--- config.mk ---
export PLATFORM = sky130hd
export DESIGN_NAME = adrc_ctrl
export DESIGN_NICKNAME = d
export VERILOG_FILES = /design/src/core/adrc_pkg.sv /design/src/core/adrc_lfsr.sv /design/src/core/adrc_ctrl.sv
export SDC_FILE = /design/constraint.sdc
export NUM_CORES = 1
export LEC_CHECK = 0
export ABC_AREA = 1
export BUFFER_PORTS_ARGS = -buffer_cell sky130_fd_sc_hd__buf_4
export CORE_MARGIN = 3
export CORE_UTILIZATION = 45
export CTS_BUF_LIST = sky130_fd_sc_hd__clkbuf_2 sky130_fd_sc_hd__clkbuf_4 sky130_fd_sc_hd__clkbuf_8
export DETAILED_ROUTE_END_ITERATION = 8
export GPL_TIMING_DRIVEN = 0
export PLACE_DENSITY = 0.65
export SYNTH_ARGS = -nofsm -noshare
export SYNTH_HDL_FRONTEND = slang
export SYNTH_SLANG_ARGS = --single-unit
--- constraint.sdc ---
create_clock -name clk_sys -period 6.4 [get_ports clk_sys]
set_clock_uncertainty 0.15 [all_clocks]
set_input_delay 0.64 -clock clk_sys [delete_from_list [all_inputs] [get_ports clk_sys]]
set_output_delay 0.64 -clock clk_sys [all_outputs]
set_load 0.01 [all_outputs]
--- src/core/adrc_pkg.sv ---
// Package with register map, field positions and decode constants for the converter control.
package adrc_pkg;
  // ---------------------------------------------------------------
  // Register offsets and widths
  // ---------------------------------------------------------------
  localparam int ADDR_W = 13;
  localparam int DATA_W = 8;
  localparam int SAMP_W = 16;
  localparam logic [12:0] OFS_SERVO_CTRL = 13'h000F;
  localparam logic [12:0] OFS_REF_SELECT = 13'h0018;
  localparam logic [12:0] OFS_DITHER_EN = 13'h0030;
  localparam logic [12:0] OFS_DITHER_GAIN = 13'h0212;
  // ---------------------------------------------------------------
  // Field positions and reset values
  // ---------------------------------------------------------------
  localparam int SERVO_EN_BIT = 0;
  localparam int DITHER_EN_BIT = 4;
  localparam int CH_B_DITHER_BIT = 5;
  localparam int GAIN_LSB = 4;
  localparam int REF_SEL_MSB = 2;
  localparam logic [7:0] SERVO_RST = 8'h00;
  localparam logic [7:0] REF_RST = 8'h00;
  localparam logic [7:0] DITHER_EN_RST = 8'h00;
  localparam logic [7:0] DITHER_GAIN_RST = 8'h00;
  localparam logic [15:0] LFSR_SEED_A = 16'hACE1;
  localparam logic [15:0] LFSR_SEED_B = 16'h5B3D;
  localparam logic [15:0] LFSR_TAPS = 16'hB400;
  localparam int DITHER_W = 8;
  // ---------------------------------------------------------------
  // Types
  // ---------------------------------------------------------------
  typedef enum logic [1:0] {ADRC_IDLE = 2'b00, ADRC_ADDR = 2'b01, ADRC_DATA = 2'b11} adrc_spi_type;
  // Dither gain in 256ths: full, 255..192, then half scale; other codes clamp to half.
  function automatic logic [8:0] adrc_gain(input logic [3:0] code);
    unique case (code)
      4'h0: adrc_gain = 9'h100;
      4'h1: adrc_gain = 9'h0FF;
      4'h2: adrc_gain = 9'h0FE;
      4'h3: adrc_gain = 9'h0FC;
      4'h4: adrc_gain = 9'h0F8;
      4'h5: adrc_gain = 9'h0F0;
      4'h6: adrc_gain = 9'h0E0;
      4'h7: adrc_gain = 9'h0C0;
      default: adrc_gain = 9'h080;
    endcase
  endfunction
  // Scaled dither value that is injected and later removed.
  function automatic logic [15:0] adrc_scale(input logic [7:0] pn, input logic [8:0] g);
    logic [16:0] prod;
    prod = {8'h00, pn} * {8'h00, g};
    adrc_scale = {8'h00, prod[15:8]};
  endfunction
endpackage

--- src/core/adrc_lfsr.sv ---
// Pseudorandom source for one channel's dither path.
`timescale 1ns/1ps
`default_nettype none
module adrc_lfsr
  import adrc_pkg::*;
#(
  parameter logic [15:0] SEED = 16'hACE1
)(
  input wire logic clk_sys, // sample clock
  input wire logic sys_rst, // async reset, active high
  input wire logic advance, // step once this cycle
  output logic [7:0] pn_value // registered random code
);
  logic [15:0] state_r;
  wire [15:0] state_nxt = state_r[0] ? ((state_r >> 1) ^ LFSR_TAPS) : (state_r >> 1);

  always_ff @(posedge clk_sys or posedge sys_rst)
  begin
    if (sys_rst)
      state_r <= SEED;
    else if (advance)
      state_r <= state_nxt;
  end

  assign pn_value = state_r[7:0];
endmodule
`default_nettype wire

--- src/core/adrc_ctrl.sv ---
// Converter control: serial register port, dither paths, servo channel pick, reference select.
`timescale 1ns/1ps
`default_nettype none
// Notes on behaviour
// - With both channels running, the servo watches channel A's input.
// - If channel A is powered down or in standby and channel B is not, the servo watches channel B.
// - Servo mode is on only while bit 0 of the register at 0x0F is high.
// - Each channel has its own dither enable.
// - While dither is on, the dither DAC code comes from the pseudorandom source.
// - The injected dither times the gain is subtracted from the sample before output.
// - Channel A dither is on only while bit 4 of register dither_enable_control is set; channel B uses bit 5.
// - Dither amplitude comes from bits 7 to 4 of register dither_gain_control.
// - Gain codes: 0 full, 1..7 are 255..192 of 256, 8 is half scale.
// - Internal reference voltage comes from register reference_voltage_select, reset gives 1.25 V.
// - Reference pin low selects internal reference; at supply level, external is used.
module adrc_ctrl
  import adrc_pkg::*;
(
  input wire logic clk_sys, // sample clock
  input wire logic sys_rst, // async reset, active high
  input wire logic spi_sclk, // serial clock pin
  input wire logic spi_csb_n, // serial chip select, active low
  input wire logic spi_sdio_in, // serial data pin level
  output logic spi_sdio_out, // serial read data
  output logic spi_sdio_oe_n, // low while the block drives the data pin
  input wire logic [adrc_pkg::SAMP_W-1:0] raw_a, // digitized sample A with dither
  input wire logic [adrc_pkg::SAMP_W-1:0] raw_b, // digitized sample B with dither
  input wire logic ch_a_down, // channel A in power-down or standby
  input wire logic ch_b_down, // channel B in power-down or standby
  input wire logic sense_pin, // reference mode pin, high at analog_supply_level
  output logic [adrc_pkg::SAMP_W-1:0] out_a, // corrected sample A
  output logic [adrc_pkg::SAMP_W-1:0] out_b, // corrected sample B
  output logic [adrc_pkg::DITHER_W-1:0] dac_a, // dither DAC code A
  output logic [adrc_pkg::DITHER_W-1:0] dac_b, // dither DAC code B
  output logic servo_active, // common_mode_output servo running
  output logic servo_sel_b, // servo watches channel B
  output logic int_ref_en, // internal reference enabled
  output logic [2:0] ref_select // reference voltage code
);
  import adrc_pkg::*;

  // ---------------------------------------------------------------
  // Pin synchronisers
  // ---------------------------------------------------------------
  // Pins are two-flop synchronised; the sample clock must exceed four times sclk.
  logic [1:0] sclk_s_r, csb_s_r, sdi_s_r, sense_s_r;
  logic sclk_d_r;
  always_ff @(posedge clk_sys or posedge sys_rst)
  begin
    if (sys_rst)
    begin
      sclk_s_r <= 2'h0;
      csb_s_r <= 2'h3;
      sdi_s_r <= 2'h0;
      sense_s_r <= 2'h0;
      sclk_d_r <= 1'b0;
    end
    else
    begin
      sclk_s_r <= {sclk_s_r[0], spi_sclk};
      csb_s_r <= {csb_s_r[0], spi_csb_n};
      sdi_s_r <= {sdi_s_r[0], spi_sdio_in};
      sense_s_r <= {sense_s_r[0], sense_pin};
      sclk_d_r <= sclk_s_r[1];
    end
  end
  wire sclk_rise = sclk_s_r[1] & ~sclk_d_r;
  wire sclk_fall = ~sclk_s_r[1] & sclk_d_r;
  wire csb_act = ~csb_s_r[1];

  // ---------------------------------------------------------------
  // Serial frame: R/W bit, 2 length bits, 13 address bits, 8 data bits
  // ---------------------------------------------------------------
  adrc_spi_type st_r, st_nxt;
  logic [4:0] cnt_r;
  logic [15:0] hdr_r;
  logic [7:0] wsh_r, rsh_r;
  logic [7:0] servo_r, ref_r, den_r, dgain_r;
  logic rd_r;

  wire [12:0] frame_addr = hdr_r[12:0];
  wire hdr_done = (st_r == ADRC_ADDR) && sclk_rise && (cnt_r == 5'd15);
  wire byte_done = (st_r == ADRC_DATA) && sclk_rise && (cnt_r == 5'd7);
  wire [7:0] wbyte = {wsh_r[6:0], sdi_s_r[1]};
  wire wr_go = byte_done && !rd_r;
  wire [12:0] hdr_addr = {hdr_r[11:0], sdi_s_r[1]};
  wire [7:0] rd_mux = (hdr_addr == OFS_SERVO_CTRL) ? servo_r :
                      (hdr_addr == OFS_REF_SELECT) ? ref_r :
                      (hdr_addr == OFS_DITHER_EN) ? den_r :
                      (hdr_addr == OFS_DITHER_GAIN) ? dgain_r : 8'h00;

  always_comb
  begin
    st_nxt = st_r;
    unique case (st_r)
      ADRC_IDLE: if (csb_act) st_nxt = ADRC_ADDR;
      ADRC_ADDR: if (hdr_done) st_nxt = ADRC_DATA;
      ADRC_DATA: st_nxt = ADRC_DATA;
      default: st_nxt = ADRC_IDLE;
    endcase
    if (!csb_act)
      st_nxt = ADRC_IDLE;
  end

  always_ff @(posedge clk_sys or posedge sys_rst)
  begin
    if (sys_rst)
    begin
      st_r <= ADRC_IDLE;
      cnt_r <= 5'd0;
      hdr_r <= 16'h0000;
      wsh_r <= 8'h00;
      rd_r <= 1'b0;
    end
    else
    begin
      st_r <= st_nxt;
      if (!csb_act || hdr_done || byte_done)
        cnt_r <= 5'd0;
      else if (sclk_rise && st_r != ADRC_IDLE)
        cnt_r <= cnt_r + 5'd1;
      if (!csb_act)
        rd_r <= 1'b0;
      else if (st_r == ADRC_ADDR && sclk_rise && cnt_r == 5'd0)
        rd_r <= sdi_s_r[1];
      if (st_r == ADRC_ADDR && sclk_rise)
        hdr_r <= {hdr_r[14:0], sdi_s_r[1]};
      else if (byte_done)
        hdr_r <= {hdr_r[15:13], frame_addr + 13'h0001};
      if (st_r == ADRC_DATA && sclk_rise)
        wsh_r <= wbyte;
    end
  end

  // Read data shifts out on falling sclk so the master samples it on the rising edge.
  always_ff @(posedge clk_sys or posedge sys_rst)
  begin
    if (sys_rst)
      rsh_r <= 8'h00;
    else if (hdr_done)
      rsh_r <= rd_mux;
    else if (st_r == ADRC_DATA && sclk_fall && cnt_r != 5'd0)
      rsh_r <= {rsh_r[6:0], 1'b0};
  end
  assign spi_sdio_out = rsh_r[7];
  assign spi_sdio_oe_n = !(rd_r && st_r == ADRC_DATA);

  // ---------------------------------------------------------------
  // Register file
  // ---------------------------------------------------------------
  always_ff @(posedge clk_sys or posedge sys_rst)
  begin
    if (sys_rst)
    begin
      servo_r <= SERVO_RST;
      ref_r <= REF_RST;
      den_r <= DITHER_EN_RST;
      dgain_r <= DITHER_GAIN_RST;
    end
    else if (wr_go)
    begin
      if (frame_addr == OFS_SERVO_CTRL) servo_r <= wbyte;
      if (frame_addr == OFS_REF_SELECT) ref_r <= wbyte;
      if (frame_addr == OFS_DITHER_EN) den_r <= wbyte;
      if (frame_addr == OFS_DITHER_GAIN) dgain_r <= wbyte;
    end
  end

  // ---------------------------------------------------------------
  // Servo, reference and dither control
  // ---------------------------------------------------------------
  assign servo_active = servo_r[SERVO_EN_BIT];
  assign servo_sel_b = ch_a_down && !ch_b_down;
  assign int_ref_en = !sense_s_r[1];
  assign ref_select = ref_r[REF_SEL_MSB:0];

  // Channel B has its own enable bit; A follows the documented bit 4.
  wire dith_a = den_r[DITHER_EN_BIT];
  wire dith_b = den_r[CH_B_DITHER_BIT];
  wire [8:0] gain = adrc_gain(dgain_r[7:GAIN_LSB]);
  wire [7:0] pn_a, pn_b;

  adrc_lfsr #(.SEED(LFSR_SEED_A)) u_pn_a (
    .clk_sys(clk_sys),
    .sys_rst(sys_rst),
    .advance(dith_a),
    .pn_value(pn_a)
  );
  adrc_lfsr #(.SEED(LFSR_SEED_B)) u_pn_b (
    .clk_sys(clk_sys),
    .sys_rst(sys_rst),
    .advance(dith_b),
    .pn_value(pn_b)
  );

  // The DAC code and the subtracted value come from the same registered sample,
  // so the analog path is assumed to return the dithered sample in the same cycle the DAC code is shown.
  logic [15:0] inj_a_r, inj_b_r;
  wire [15:0] scl_a = dith_a ? adrc_scale(pn_a, gain) : 16'h0000;
  wire [15:0] scl_b = dith_b ? adrc_scale(pn_b, gain) : 16'h0000;
  always_ff @(posedge clk_sys or posedge sys_rst)
  begin
    if (sys_rst)
    begin
      dac_a <= 8'h00;
      dac_b <= 8'h00;
      inj_a_r <= 16'h0000;
      inj_b_r <= 16'h0000;
      out_a <= 16'h0000;
      out_b <= 16'h0000;
    end
    else
    begin
      dac_a <= scl_a[7:0];
      dac_b <= scl_b[7:0];
      inj_a_r <= scl_a;
      inj_b_r <= scl_b;
      out_a <= raw_a - inj_a_r;
      out_b <= raw_b - inj_b_r;
    end
  end
endmodule
`default_nettype wire

### After elaboration in Yosys (flattened, before gate mapping)

Memory sizes are Yosys's and may differ from the RTL's.
Cells that the tools add are included.

| storage, ports and cells | value |
|---|---|
| input bits | 40 |
| word-level logic and storage cells | 98 |
| memories kept | 1 |
| register bits after elaboration | 173 |
| bits in writable memories | 0 |
| bits in latches | 0 |
| memory bits (read-only) | 72 |

| operators by class | value |
|---|---|
| order comparisons | 0 |
| add/subtract/negate cells | 4 |
| equal/unequal tests | 13 |
| div/mod/pow operators | 0 |
| reduce and logical (&&, ||, !) cells | 29 |
| muxes and demuxes | 20 |
| $mul | 2 |
| bitwise gates (word level) | 6 |
| shift-type cells | 0 |

Memory list:

| name | depth | width | rd ports | clocked after Yosys merged registers in | wr ports | RTL line | RTL |
|---|---|---|---|---|---|---|---|
| (name not given) | 8 | 9 | 1 | 0 | 0 | adrc_pkg.sv:35 | `unique case (code)` |

Operator list:

| operator | number |
|---|---|
| 8-bit 2-to-1 mux | 8 |
| 8-bit by 9-bit multiplier with 16-bit output | 2 |
| 16-bit 2-to-1 mux | 2 |
| 16-bit by 8-bit subtractor with 16-bit output | 2 |
| 13-bit by 10-bit equality test with 1-bit output, second input constant | 2 |
| 13-bit by 4-bit equality test with 1-bit output, second input constant | 2 |
| 13-bit by 5-bit equality test with 1-bit output, second input constant | 2 |
| 13-bit by 6-bit equality test with 1-bit output, second input constant | 2 |
| 13-bit 2-to-1 mux | 2 |
| 13-bit by 1-bit adder with 13-bit output, second input constant | 1 |
| 1-bit logical AND | 11 |
| 5-bit 2-to-1 mux | 2 |
| 2-bit nonzero test | 5 |
| 9-bit 2-to-1 mux | 1 |
| 3-bit NOT with 4-bit output | 2 |
| 2-bit AND reduction | 4 |
| 2-bit one-hot mux with 3 select lines | 1 |
| 5-bit by 1-bit adder with 5-bit output, second input constant | 1 |
| 5-bit by 3-bit equality test with 1-bit output, second input constant | 1 |
| 5-bit by 4-bit equality test with 1-bit output, second input constant | 1 |
| 5-bit logical NOT | 1 |
| 5-bit nonzero test | 1 |
| 1-bit logical NOT | 4 |
| 2-bit 2-to-1 mux | 2 |
| 8 further kinds | 12 |

### Depth between registers and ports, before layout

| logic depth | value |
|---|---|
| depth after elaboration | 7 |
| depth in mapped cells | 27 |
| gate-level depth less buffers | 27 |

### By module

From an unflattened synthesis, not the netlist that was laid out.

| second synthesis, totals | value |
|---|---|
| cell total of the unflattened synthesis | 1,513 |
| area total of the unflattened synthesis | 12,288.0 sq um |

Modules (own cells, without submodules):

| module | area each (sq um) | instances | cells an instance |
|---|---|---|---|
| adrc_ctrl | 10,796.6 | 1 | 1,355 |
| adrc_lfsr (u_pn_b) | 747.0 | 1 | 79 |
| adrc_lfsr (u_pn_a) | 744.5 | 1 | 79 |

### Worst setup path before layout

Ideal clock, no wire load.

| timing path | value |
|---|---|
| path kind | flip-flop to flip-flop |
| from | reg dgain_r[5] |
| to | reg inj_a_r[6] |
| period minus slack after synthesis | 4,755 ps |
| data arrival time | 4,486 ps |
| setup slack | 1,645 ps |
| library setup time | 119 ps |
| cell stages (with the launch flop) | 21 |
| path through | dfrtp_1 -> inv_1 -> ha_1 -> inv_1 -> nor2_1 -> inv_1 -> nand3_1 -> clkbuf_1 -> nor2_1 -> fa_1 -> fa_1 -> fa_1 -> inv_1 -> fa_1 -> inv_1 -> ha_1 -> nand2_1 -> nor4_1 -> nand3_1 -> a21oi_1 -> nor2_1 |

| on the way | value |
|---|---|
| longest elaborated chain between the ends | 4 |

RTL lines:

| element | RTL line | RTL |
|---|---|---|
| start, declared | adrc_ctrl.sv:78 | `logic [7:0] servo_r, ref_r, den_r, dgain_r;` |
| start signal, assigned | adrc_ctrl.sv:165 | `if (frame_addr == OFS_DITHER_GAIN) dgain_r <= wbyte;` |
| memory read 8 x 9 bit | -- |  |
| 9-bit 2-to-1 mux | adrc_pkg.sv:35 |  |
| 8-bit by 9-bit multiplier with 16-bit output | adrc_pkg.sv:50 | `prod = {8'h00, pn} * {8'h00, g};` |
| 8-bit 2-to-1 mux | adrc_ctrl.sv:199 | `wire [15:0] scl_a = dith_a ? adrc_scale(pn_a, gain) : 16'h0000;` |
| named net scl_a[6] | adrc_ctrl.sv:199 |  |
| end signal, assigned | adrc_ctrl.sv:216 | `inj_a_r <= scl_a;` |
| end, declared | adrc_ctrl.sv:198 | `logic [15:0] inj_a_r, inj_b_r;` |

The timed path passes the listed nets, and every way through them passes these cells.
A chain may end at the register's enable or synchronous reset.

### Worst setup path after layout

| timing path | value |
|---|---|
| from | reg dgain_r[4] |
| to | reg inj_a_r[7] |

Same word-level chain as after synthesis.

==> out/qor.csv <==
stage,metric,value,unit
timing,tightest_slew,0.7304,ns
critical_path,cp_cell_sequence,"inv_1, ha_1, inv_1, nor2_1, nor3_1, inv_1, nor2_1, fa_1, fa_1, fa_1, inv_1, fa_1, inv_1, ha_1, a21oi_1, o21ai_0, a21oi_1, nand3_1, nand2_1, nor2_1",
critical_path,end_kind,flip-flop,
critical_path,critPathMostFrequentCell,inv_1,
cts,cts.repair.resized,0,
global_route,grt_start_max_net_pins,81,
logic_synthesis,synth_edf_count,0,
floorplanning,fp.dieArea,28710,µm²
global_route,grt-ovfl-total,0,
floorplanning,start_util,0.4600,
pwr,p_leak,6.909,nW
logic_synthesis,ys_ff_latch,157,
detailed_routing,via_count,9980,
place,numPortBuffers,95,
cts,cts_root_buffer,clkbuf_8,
logic_synthesis,synth_area_leaders,"dfrtp_1 (29%), fa_1 (14%), nand2_1 (10%)",
logic_synthesis,synthCells,1506,
timing,slew-limit-headroom,0.5093,
logic_synthesis,async_flop_share,1.000,
logic_synthesis,synth_warnings,0,
critical_path,slowest_stage,nor3_1,
logic_synthesis,synthDistinctLibCells,44,
cells_and_area,nets,1833,
cts,cts_max_level,4,
logic_synthesis,netlist_area,12020,µm²
logic_synthesis,synth_top_area_frac,0.2852,
cells_and_area,multi_input_area,6892,µm²
critical_path,critical_path_class,flip-flop to flip-flop,
critical_path,worst_ep_arrival_time,6.06,ns
critical_path,crit_fanout,8,
flow_run,drv_cap,0,
critical_path,start_kind,flip-flop,
logic_synthesis,ys_seq_area_frac,0.3289,
logic_synthesis,syn_nets,1718,
floorplanning,die_w,169.4,µm
cts,cts_setup_buffers,0,
floorplanning,row_count,59,
logic_synthesis,syn_area_per_cell,7.982,µm²
place,place.detailed.hpwl,21.39,mm
detailed_routing,detail_route.wl_per_cell,13.86,µm
min_path,hp-class,input pin to flip-flop,
detailed_routing,vias_per_cell,5.069,
pwr,power_density,157.9,nW/µm²
timing,fin_crit_sh,0.9174,
detailed_routing,postRouteAntennaNets,0,
detailed_routing,drt_iter0_drc,698,
floorplanning,die_h,169.4,µm
timing,clock.fmax,0.1703,GHz
cts,ctsHoldBuffers,0,
detailed_routing,dr.pass1.iters,5,
cells_and_area,diodes,0,
cells_and_area,nFillCells,2507,
detailed_routing,routed_wirelength,27.28,mm
critical_path,max_stage_delay,0.62,ns
cts,cts_tree,yes,
cells_and_area,drive_gt1_frac,0.1273,
floorplanning,coreArea,26130,µm²
timing,final_max_slew_viol_count,0,
logic_synthesis,yosys.area.top_type,dfrtp_1,
pwr,ir_drop,0.0001162,V
global_route,grt_pass1_vias,10010,
logic_synthesis,synth_common_cells,"nand2_1 (328), inv_1 (256), nor2_1 (188)",
floorplanning,io_pins,96,
critical_path,cp.required,6.59,ns
cts,cts_buffers,17,
logic_synthesis,yosysMostFrequentCell,nand2_1,
global_route,grt.total_usage,0.1985,
global_route,antenna_found_initial,0,
timing,report.final.setup_viol,0,
place,dpl_cell_area,13190,µm²
timing,layout_min_cycle_time,5.872,ns
cells_and_area,register_area,3954,µm²
run_status,status,"finished, final reports clean",
cts,clock_path_buffers,2,
place,gp_congestion,0.8894,
cts,clk-insertion-delay-late,0.46,ns
cts,path_clk_slew,0.10,ns
timing,rsz0062_at_grt,no,
logic_synthesis,ys.flop_type,dfrtp_1,
cells_and_area,fin_area,13610,µm²
cts,cts.sinks,157,
timing,finalHoldViolCount,0,
global_route,grt_pass1_wl,47.34,mm
cells_and_area,post-route-util,0.5207,
detailed_routing,drc,0,
cells_and_area,areaGrowthSynthToFinish,13.20,%
==> layout make-up <==
type	count	area share
multi-input cells	1052	0.5064
well taps	335	0.03080
flip-flops and latches	157	0.2905
inverters	263	0.07300
plain buffers	34	0.01379
repair buffers	96	0.05443
clock buffers	17	0.01719
clock inverters	15	0.01379
==> stage by stage <==
stage	hold WS, ns	setup slack, ns	instances	power, mW	TNS, ns
global route	0.09708	0.2877	1969	2.254	0
finish	0.1262	0.5283	1969	2.149	0
detailed placement	0.1855	0.7389	1937	1.359	0
CTS	0.1016	0.6974	1969	2.173	0
global placement	0.1840	-0.4446	1936	1.353	-58.24
floorplan	0.1812	1.408	1506	1.256	0
==> report_power, final <==
group | total [mW] | switching [mW] | internal [mW] | leakage (nW)
Clock | 0.811 | 0.418 | 0.393 | 0.209
Combinational | 0.285 | 0.177 | 0.107 | 4.68
Sequential | 1.05 | 0.0262 | 1.03 | 2.02
==> cell usage in the layout, fill, tap and decap left out, drive strengths merged, types with 6 or more instances in the layout <==
cell / n
a21o: 6
a21oi: 48
buf: 114
clkbuf: 33
clkinv: 11
dfrtp: 137
dfstp: 20
fa: 82
ha: 90
inv: 262
nand2: 336
nand3: 91
nand4: 21
nor2: 195
nor3: 13
nor4: 7
o21ai: 99
o221ai: 7
xnor2: 15
xor2: 20
==> per-layer routing <==
metal,track usage,wire [µm],share of wire
met1,0.2752,12790,0.47
met2,0.3301,12900,0.47
met3,0.02958,1142,0.042
met4,0.04943,454,0.017
met5,0,0,0
==> critical path, delay by kind of cell (launching register included) <==
family	cells	cell delay, ns
AOI/OAI and AO/OA	3	0.54
adders and majority gates	6	2.68
buffers and inverters	5	0.67
DFF	1	0.47
and+or+nand+nor	6	1.26
==> sequential cells by signal (all words and copies together) (netlist names), 5 cells and up <==
register and flops:
cnt_r 5, den_r 8, dgain_r 8, hdr_r 13
inj_a_r 8, inj_b_r 8, out_a 16, out_b 16
ref_r 8, rsh_r 8, servo_r 8, u_pn_a.state_r 16
u_pn_b.state_r 16, wsh_r 7
==> worst paths after layout <==
path                                       to  slack, ns          from  depth (start not counted)
setup reg to reg                   inj_a_r[7]       0.53    dgain_r[4]                         20
min in group asynchronous           out_a[12]       0.15       sys_rst                          2
hold / removal                     sdi_s_r[0]       0.13   spi_sdio_in                          1
hold reg to reg                  sense_s_r[1]       0.21  sense_s_r[0]                          0
setup / recovery                   inj_a_r[7]       0.53    dgain_r[4]                         20
max in group asynchronous  u_pn_b.state_r[14]       5.06       sys_rst                          3
==> cells by family (layout without fill, tap and decap cells) <==
logic type	count (synthesis)	count (layout)	share of synthesized area
xor gates and xnor gates	35	35	0.02550
buffers and inverters	297	425	0.09783
adders and majority gates	172	172	0.2302
and+or+nand+nor	672	672	0.2345
AOI/OAI and AO/OA	173	173	0.08306
DFF	157	157	0.3289
(Power assumes the default switching activity.)
